File: src/pisosr_pkg.sv
package pisosr_pkg;

  // ==========================================================
  // stage geometry
  localparam int STAGE_W = 8;
  localparam int LAST_STAGE = 7;
  localparam int BIT_CNT_W = 3;

  // ==========================================================
  // pin vector layout; every pin crosses into core_clk together
  localparam int PIN_W = 12;
  localparam int PIN_LOAD = 0;
  localparam int PIN_CLK = 1;
  localparam int PIN_EN = 2;
  localparam int PIN_SER = 3;
  localparam int PIN_PAR_LSB = 4;

  // idle pin levels: load released, clock and enable high (hold)
  localparam logic [PIN_W-1:0] PIN_IDLE = 12'h0007;

  // ==========================================================
  // stream buffer for the captured output words
  localparam int TAP_W = 8;
  localparam int TAP_DEPTH = 16;
  localparam int TAP_AW = 4;

  // ==========================================================
  // reset values of control state
  localparam logic [BIT_CNT_W-1:0] BIT_CNT_RST = 3'h0;
  localparam logic [BIT_CNT_W-1:0] BIT_CNT_LAST = 3'h7;
  localparam logic [TAP_W-1:0] TAP_ACC_RST = 8'h00;

  // ==========================================================
  // controller ordering faults seen on the pins
  localparam int WARN_W = 3;
  localparam int WARN_EN_RISE = 0;
  localparam int WARN_LOAD_REL = 1;
  localparam int WARN_EN_FALL = 2;
  localparam logic [WARN_W-1:0] WARN_RST = 3'h0;

  // shift engine mode
  typedef enum logic [1:0] {
    PISOSR_LOADING,
    PISOSR_HOLDING,
    PISOSR_SHIFTING
  } pisosr_mode_t;

endpackage

File: src/pisosr_fifo.sv
`timescale 1ns/1ps

// ==========================================================
// small synchronous fifo; read word always comes from a register
module pisosr_fifo #(
  parameter int W = 8,
  parameter int DEPTH = 16,
  parameter int AW = 4
) (
  input wire logic core_clk, // system clock
  input wire logic rst_n, // synchronous reset, active low
  input wire logic in_valid, // write request
  output logic in_ready_q, // space available
  input wire logic [W-1:0] in_data, // write word
  output logic out_valid_q, // read word present
  input wire logic out_ready, // reader takes word
  output logic [W-1:0] out_data_q // read word
);

  logic [W-1:0] mem [DEPTH];
  logic [AW-1:0] wr_ptr_q;
  logic [AW-1:0] rd_ptr_q;
  logic [AW:0] count_q;
  logic [AW:0] count_d;
  logic push;
  logic pop;

  // pop refills the output register whenever it is empty or drained
  assign push = in_valid & in_ready_q;
  assign pop = (count_q != '0) & (~out_valid_q | out_ready);

  always_comb begin
    count_d = count_q;
    if (push && !pop) begin
      count_d = count_q + 1'b1;
    end else if (pop && !push) begin
      count_d = count_q - 1'b1;
    end
  end

  // storage has no reset; only the pointers define its content
  always_ff @(posedge core_clk) begin
    if (push) begin
      mem[wr_ptr_q] <= in_data;
    end
  end

  // pointers and fill level
  always_ff @(posedge core_clk) begin
    if (!rst_n) begin
      wr_ptr_q <= '0;
      rd_ptr_q <= '0;
      count_q <= '0;
      in_ready_q <= 1'b0;
    end else begin
      if (push) begin
        wr_ptr_q <= wr_ptr_q + 1'b1;
      end
      if (pop) begin
        rd_ptr_q <= rd_ptr_q + 1'b1;
      end
      count_q <= count_d;
      in_ready_q <= (count_d != (AW+1)'(DEPTH));
    end
  end

  // output register, stalls while the reader holds off
  always_ff @(posedge core_clk) begin
    if (!rst_n) begin
      out_valid_q <= 1'b0;
      out_data_q <= '0;
    end else if (pop) begin
      out_valid_q <= 1'b1;
      out_data_q <= mem[rd_ptr_q];
    end else if (out_ready) begin
      out_valid_q <= 1'b0;
    end
  end

endmodule

File: src/pisosr_shift.sv
`timescale 1ns/1ps

module pisosr_shift (
  input wire logic core_clk, // 40 MHz system clock
  input wire logic rst_n, // synchronous reset, active low
  input wire logic parallel_load_n, // pin: parallel load, active low
  input wire logic shift_clock, // pin: shift clock
  input wire logic shift_enable_n, // pin: clock enable, active low
  input wire logic serial_in, // pin: serial data input
  input wire logic [7:0] parallel_in, // pins: parallel data
  output logic serial_out_q, // true output of last stage
  output logic serial_out_n_q, // inverted output of last stage
  output logic [7:0] tap_data_q, // captured output byte
  output logic tap_valid_q, // captured byte present
  input wire logic tap_ready, // consumer takes byte
  output logic tap_room_q, // buffer can accept a byte
  output logic tap_overflow_q, // sticky: byte dropped, buffer full
  output logic [2:0] order_warn_q // sticky controller ordering faults
);

  // ==========================================================
  // pin synchronisers
  logic [pisosr_pkg::PIN_W-1:0] pins;
  logic [pisosr_pkg::PIN_W-1:0] sync1_q;
  logic [pisosr_pkg::PIN_W-1:0] sync2_q;
  logic [pisosr_pkg::PIN_W-1:0] sync3_q;
  logic [pisosr_pkg::PIN_W-1:0] pin_f_q;

  assign pins = {parallel_in, serial_in, shift_enable_n, shift_clock,
                 parallel_load_n};

  // four flops per pin; a level counts once flops two and three agree
  genvar gi;
  generate
    for (gi = 0; gi < pisosr_pkg::PIN_W; gi++) begin : g_sync
      always_ff @(posedge core_clk) begin
        if (!rst_n) begin
          sync1_q[gi] <= pisosr_pkg::PIN_IDLE[gi];
          sync2_q[gi] <= pisosr_pkg::PIN_IDLE[gi];
          sync3_q[gi] <= pisosr_pkg::PIN_IDLE[gi];
          pin_f_q[gi] <= pisosr_pkg::PIN_IDLE[gi];
        end else begin
          sync1_q[gi] <= pins[gi];
          sync2_q[gi] <= sync1_q[gi];
          sync3_q[gi] <= sync2_q[gi];
          if (sync2_q[gi] == sync3_q[gi]) begin
            pin_f_q[gi] <= sync3_q[gi];
          end
        end
      end
    end
  endgenerate

  // ==========================================================
  // gated clock decode
  // the gate is symmetric, so either pin may serve as clock
  function automatic logic gate_or(input logic a, input logic b);
    return a | b;
  endfunction

  function automatic logic rising(input logic was, input logic now);
    return ~was & now;
  endfunction

  logic load_f;
  logic clk_f;
  logic en_f;
  logic ser_f;
  logic [7:0] par_f;
  logic comb_clk;
  logic comb_prev_q;
  logic clk_prev_q;
  logic en_prev_q;
  logic load_prev_q;
  logic ser_prev_q;
  logic comb_rise;
  logic shift_ev;
  pisosr_pkg::pisosr_mode_t mode;

  assign load_f = pin_f_q[pisosr_pkg::PIN_LOAD];
  assign clk_f = pin_f_q[pisosr_pkg::PIN_CLK];
  assign en_f = pin_f_q[pisosr_pkg::PIN_EN];
  assign ser_f = pin_f_q[pisosr_pkg::PIN_SER];
  assign par_f = pin_f_q[pisosr_pkg::PIN_PAR_LSB +: pisosr_pkg::STAGE_W];
  assign comb_clk = gate_or(clk_f, en_f);
  assign comb_rise = rising(comb_prev_q, comb_clk);

  // previous pin levels: edge detection and the pre-edge data sample
  always_ff @(posedge core_clk) begin
    if (!rst_n) begin
      comb_prev_q <= 1'b1;
      clk_prev_q <= 1'b1;
      en_prev_q <= 1'b1;
      load_prev_q <= 1'b1;
      ser_prev_q <= 1'b0;
    end else begin
      comb_prev_q <= comb_clk;
      clk_prev_q <= clk_f;
      en_prev_q <= en_f;
      load_prev_q <= load_f;
      ser_prev_q <= ser_f;
    end
  end

  // mode decode: load first, then edge, else hold
  always_comb begin
    if (!load_f) begin
      mode = pisosr_pkg::PISOSR_LOADING;
    end else if (comb_rise) begin
      mode = pisosr_pkg::PISOSR_SHIFTING;
    end else begin
      mode = pisosr_pkg::PISOSR_HOLDING;
    end
  end

  assign shift_ev = (mode == pisosr_pkg::PISOSR_SHIFTING);

  // ==========================================================
  // shift stages
  logic [7:0] stages_q;
  logic [7:0] stages_d;

  always_comb begin
    case (mode)
      pisosr_pkg::PISOSR_LOADING: begin
        stages_d = par_f;
      end
      pisosr_pkg::PISOSR_SHIFTING: begin
        stages_d = {stages_q[6:0], ser_prev_q};
      end
      pisosr_pkg::PISOSR_HOLDING: begin
        stages_d = stages_q;
      end
      default: begin
        stages_d = stages_q;
      end
    endcase
  end

  // no reset on purpose: content is undefined until load or shifts
  always_ff @(posedge core_clk) begin
    stages_q <= stages_d;
  end

  // set by the first load; stage checks only mean something after it
  logic stages_known_q;

  always_ff @(posedge core_clk) begin
    if (!rst_n) begin
      stages_known_q <= 1'b0;
    end else if (mode == pisosr_pkg::PISOSR_LOADING) begin
      stages_known_q <= 1'b1;
    end
  end

  // outputs register the same next value, so they track the last stage
  always_ff @(posedge core_clk) begin
    serial_out_q <= stages_d[pisosr_pkg::LAST_STAGE];
    serial_out_n_q <= ~stages_d[pisosr_pkg::LAST_STAGE];
  end

  // ==========================================================
  // output byte capture into the stream buffer
  logic [pisosr_pkg::BIT_CNT_W-1:0] bit_cnt_q;
  logic [7:0] acc_q;
  logic push_q;
  logic [7:0] push_data_q;
  logic fifo_ready;

  // each shift retires the old last stage; a load restarts the byte
  always_ff @(posedge core_clk) begin
    if (!rst_n) begin
      bit_cnt_q <= pisosr_pkg::BIT_CNT_RST;
      acc_q <= pisosr_pkg::TAP_ACC_RST;
      push_q <= 1'b0;
      push_data_q <= pisosr_pkg::TAP_ACC_RST;
    end else begin
      push_q <= 1'b0;
      if (!load_f) begin
        bit_cnt_q <= pisosr_pkg::BIT_CNT_RST;
      end else if (shift_ev) begin
        acc_q <= {acc_q[6:0], stages_q[pisosr_pkg::LAST_STAGE]};
        bit_cnt_q <= bit_cnt_q + 1'b1;
        if (bit_cnt_q == pisosr_pkg::BIT_CNT_LAST) begin
          push_q <= 1'b1;
          push_data_q <= {acc_q[6:0], stages_q[pisosr_pkg::LAST_STAGE]};
        end
      end
    end
  end

  // a shift cannot wait, so a full buffer drops the byte and flags it
  always_ff @(posedge core_clk) begin
    if (!rst_n) begin
      tap_overflow_q <= 1'b0;
    end else if (push_q && !fifo_ready) begin
      tap_overflow_q <= 1'b1;
    end
  end

  pisosr_fifo #(
    .W(pisosr_pkg::TAP_W),
    .DEPTH(pisosr_pkg::TAP_DEPTH),
    .AW(pisosr_pkg::TAP_AW)
  ) u_tap_fifo (
    .core_clk(core_clk),
    .rst_n(rst_n),
    .in_valid(push_q),
    .in_ready_q(fifo_ready),
    .in_data(push_data_q),
    .out_valid_q(tap_valid_q),
    .out_ready(tap_ready),
    .out_data_q(tap_data_q)
  );

  assign tap_room_q = fifo_ready;

  // ==========================================================
  // controller ordering monitor, reported as sticky warning bits
  logic en_rise_bad;
  logic load_rel_bad;
  logic en_fall_bad;

  // the device still obeys the gate; these only tell software why
  assign en_rise_bad = load_f & rising(en_prev_q, en_f) & ~clk_f;
  assign load_rel_bad = rising(load_prev_q, load_f) &
                        ~(clk_prev_q | en_prev_q);
  assign en_fall_bad = load_f & rising(en_f, en_prev_q) & clk_f;

  always_ff @(posedge core_clk) begin
    if (!rst_n) begin
      order_warn_q <= pisosr_pkg::WARN_RST;
    end else begin
      if (en_rise_bad) begin
        order_warn_q[pisosr_pkg::WARN_EN_RISE] <= 1'b1;
      end
      if (load_rel_bad) begin
        order_warn_q[pisosr_pkg::WARN_LOAD_REL] <= 1'b1;
      end
      if (en_fall_bad) begin
        order_warn_q[pisosr_pkg::WARN_EN_FALL] <= 1'b1;
      end
    end
  end
endmodule

File: config.mk
export PLATFORM = sky130hd
export DESIGN_NAME = pisosr_shift
export DESIGN_NICKNAME = d
export VERILOG_FILES = /design/src/pisosr_pkg.sv /design/src/pisosr_fifo.sv /design/src/pisosr_shift.sv
export SDC_FILE = /design/constraint.sdc
export NUM_CORES = 1
export LEC_CHECK = 0
export ABC_AREA = 1
export BUFFER_PORTS_ARGS = -buffer_cell sky130_fd_sc_hd__buf_2
export CAP_MARGIN = 20
export CORE_MARGIN = 3
export CORE_UTILIZATION = 50
export CTS_CLUSTER_DIAMETER = 200
export DETAILED_ROUTE_END_ITERATION = 12
export PLACE_DENSITY_LB_ADDON = 0.12
export RECOVER_POWER = 50
export SETUP_SLACK_MARGIN = 0.5
export SYNTH_ARGS = -nofsm -noshare
export SYNTH_HDL_FRONTEND = slang
export SYNTH_SLANG_ARGS = --single-unit
File: constraint.sdc
create_clock -name core_clk -period 1.5 [get_ports core_clk]
set_clock_uncertainty 0.05 [all_clocks]
set_input_delay 0.15 -clock core_clk [delete_from_list [all_inputs] [get_ports core_clk]]
set_output_delay 0.15 -clock core_clk [all_outputs]
set_load 0.01 [all_outputs]
==> run summary <==
Static Leakage: 0.00479 uW
Worst vdd ir: 0.00108 V
Sw frac: 0.297
FP Rows: 48
Worst min-delay path class: in -> reg
Core ar.: 17500 sq um
Hold Slack: 66.6 ps
Fraction of registers with async set/reset: 0
Dpl cell area: 9930 sq um
Clock slew at the register clock pins of the worst setup and hold paths: 60 ps
Worst-margin pin slew: 785 ps
Syn Nets: 890
Largest family of logic cells by synthesized area: simple AND/OR/NAND/NOR gates
Final Cycle Share: 1.04
Synth Area in Compound Gates: 0.103
CTS Buffer Depth: 3
Synth Instances: 866
Most common cell in the netlist: nor2_1
Per-cell routed wire length: 17.4 microns
Achievable Freq: 644 MHz
Vias per cell: 5.31
Result of the run: finished with violations
Met1 Wirelength: 8.97 mm
Switching Power: 5450 uW
Crit path cell chain: inv_4, ha_4, nand3_4, nand3_4, or2_1, o21ai_1, nand2_1, nand2_1, nand2_1, nand2_1
CTS tree: built
Worst r2r src: u_tap_fifo.count_q[1]
TritonCTS Buffers: 26
Reg2reg path depth: 10
Clock power frac: 0.337
Fin nets: 1018
Design area: 12400 sq um
Sequential-to-total area share from yosys stat: 0.668
Total global routing overflow: 0
Crit path buf inv count: 1
Combinational Power Share: 0.265
Largest net degree at the start of global routing: 41
Family with the most delay on the worst path: simple AND/OR/NAND/NOR gates
Top cells by area, synth: edfxtp_1 45%, dfxtp_1 22%, nor2_1 6.6%
Die W: 141 microns
Post-synth EDFFs: 135
Critical Path Sink Type: register
Cell internal pwr: 12900 uW
Hold Path Cell Cnt: 4
Post-synth top cells: 161 x nor2_1, 135 x edfxtp_1, 107 x nand2_1
CP Launch Point: u_tap_fifo.count_q[1]
Ports: 31
Peak fanout along the critical path: 5
Layout cells sized above 1: 0.321
Area delta synth->final: 36.2%
Max layer used: met4
Initial Util: 0.518
Crit-path max cell delay: 370 ps
Final setup violation count: 5
Synthesized area per cell: 10.5 sq um
Hold_sp: rst_n
Total GRT Usage: 0.209
DRC Markers: 0
Yosys cell types: 35
Top cell by count, worst path: nand2_1
Clk root buf: clkbuf_16
Max H-tree Level: 1
Max_cap viols: 0
RSZ-0062 raised after global routing: yes
Worst-skew pair later-pin latency: 510 ps
First-pass GRT wire length: 33.5 mm
Synth Area in XOR/XNOR: 0.000964
Initial antenna violation count: 0
Routed WL: 21.6 mm
Mux cell area share after synthesis: 0
Largest area contributor in the netlist: edfxtp_1
Synth Area in Simple Gates: 0.156
Vias: 6584
Crit path max-delay cell type: dfxtp_4
Crit start category: register
Wire length on met2: 10.8 mm
Inserted Diodes: 0
Headroom to the max-slew limit: 0.477
Num Clock Sinks: 236
Met3 wire length: 1.22 mm
IO buf count: 30
Instance count on the critical path: 10
Prevailing post-synth register cell: edfxtp_1
Yosys reg bits: 236
Final WS setup: -53.9 ps
Synth warn: 0
Height of the chip: 141 microns
WP data arrival: 1950 ps
Final Hold Vio Count: 0
Synth top area share: 0.446
Dpl hpwl: 11.9 mm
Critical path type: reg -> reg
Dpl ws: -27.9 ps
Tmin final: 1550 ps
Overall Power: 18400 uW
RD Place Congestion: 0.776
Initial DRC count: 408
Post-synthesis adder-cell area fraction: 0.0124
Post-route ant nets: 0
Cell area power density: 1480 nW/um^2
Die footprint: 19800 sq um
TritonRoute pass-1 iters: 5
Vias in the first global route: 6578
Sequential Power Share: 0.398
Fin. max-slew vios: 0
Failing checks: negative setup slack
Worst Path Required: 1900 ps
Syn Std Cell Area: 9090 sq um
TNS Setup: -162 ps
cells in the final DEF (no fill, tap or decap), types with 28 or more instances in the layout:
master     count
nor2_1       130
nand2_1       76
dfxtp_1       75
buf_6         44
o21ai_0       55
clkbuf_16     28
nand3_1       35
buf_4         30
inv_1         60
edfxtp_1     135
o211ai_1      35
kinds of logic after synthesis:
kind of cell | after synthesis
AO/OA/AOI/OAI | 163
XOR/XNOR | 1
adder cells (fa/ha/maj) | 9
buffers and inverters | 120
flip-flops | 236
AND/OR/NAND/NOR | 337
metrics by stage:
step / std cells / utilization
after floorplan: 866 / -
after global routing: 1239 / 0.706
after detailed placement: 1108 / 0.566
after CTS: 1222 / 0.690
after global placement: 1108 / 0.566
final: 1239 / 0.706
power groups by stage:
| stage | Combinational, uW | Sequential [uW] | Clock [uW] |
|---|---|---|---|
| floorplan | 2880 | 7340 | 0 |
| global placement | 3650 | 7360 | 0 |
| detailed placement | 3740 | 7370 | 0 |
| CTS | 4400 | 7290 | 6240 |
| global route | 5350 | 7330 | 6570 |
| finish | 4860 | 7310 | 6180 |
registers in the layout (all words and copies together), names as in the netlist, 3 cells and up:
signal                 count
acc_q                      7
bit_cnt_q                  3
order_warn_q               3
par_f                      8
push_data_q                8
stages_q                   7
sync1_q                   12
sync2_q                   12
sync3_q                   12
u_tap_fifo.count_q         5
u_tap_fifo.mem           128
u_tap_fifo.out_data_q      8
u_tap_fifo.rd_ptr_q        4
u_tap_fifo.wr_ptr_q        4
path summary, 6_finish.rpt:
path                           endpoint  slack, ps
hold reg to reg              sync2_q[5]        360
hold / removal           push_data_q[5]         70
setup / recovery  u_tap_fifo.in_ready_q        -50
setup reg to reg  u_tap_fifo.in_ready_q        -50
worst register-to-register path, stage by stage (launching register included):
cell and delay [ps]:
dfxtp_4 370, inv_4 40, ha_4 170, nand3_4 110
nand3_4 120, or2_1 280, o21ai_1 100, nand2_1 70
nand2_1 50, nand2_1 60, nand2_1 70
layer usage:
layer | up-vias | track usage
met5 | - | 0
met4 | 0 | 0.0627
met3 | 43 | 0.0332
met2 | 183 | 0.359
met1 | 3177 | 0.275
li1 | 3181 | -
final cells by class:
class,instances,area (sq um)
Clock inverter,3,17.5
Fill cell,1159,5160
Clock buffer,45,841
Sequential cell,236,6140
Timing Repair inverter,1,16.3
Tap cell,225,282
Multi-Input combinational cell,510,3190
Inverter,78,342
Timing Repair Buffer,141,1560
what timing repair did:
action / in CTS / in global routing
endpoints found under the hold margin: 14 / 0
setup endpoints to repair: 204 / 239
resized for setup: 152 / 57
gates cloned: 3 / 3
pin swaps: 49 / 33
buffers inserted: 49 / 14
hold buffers: 14 / 0
No activity file was read; power rests on OpenSTA's default activity.
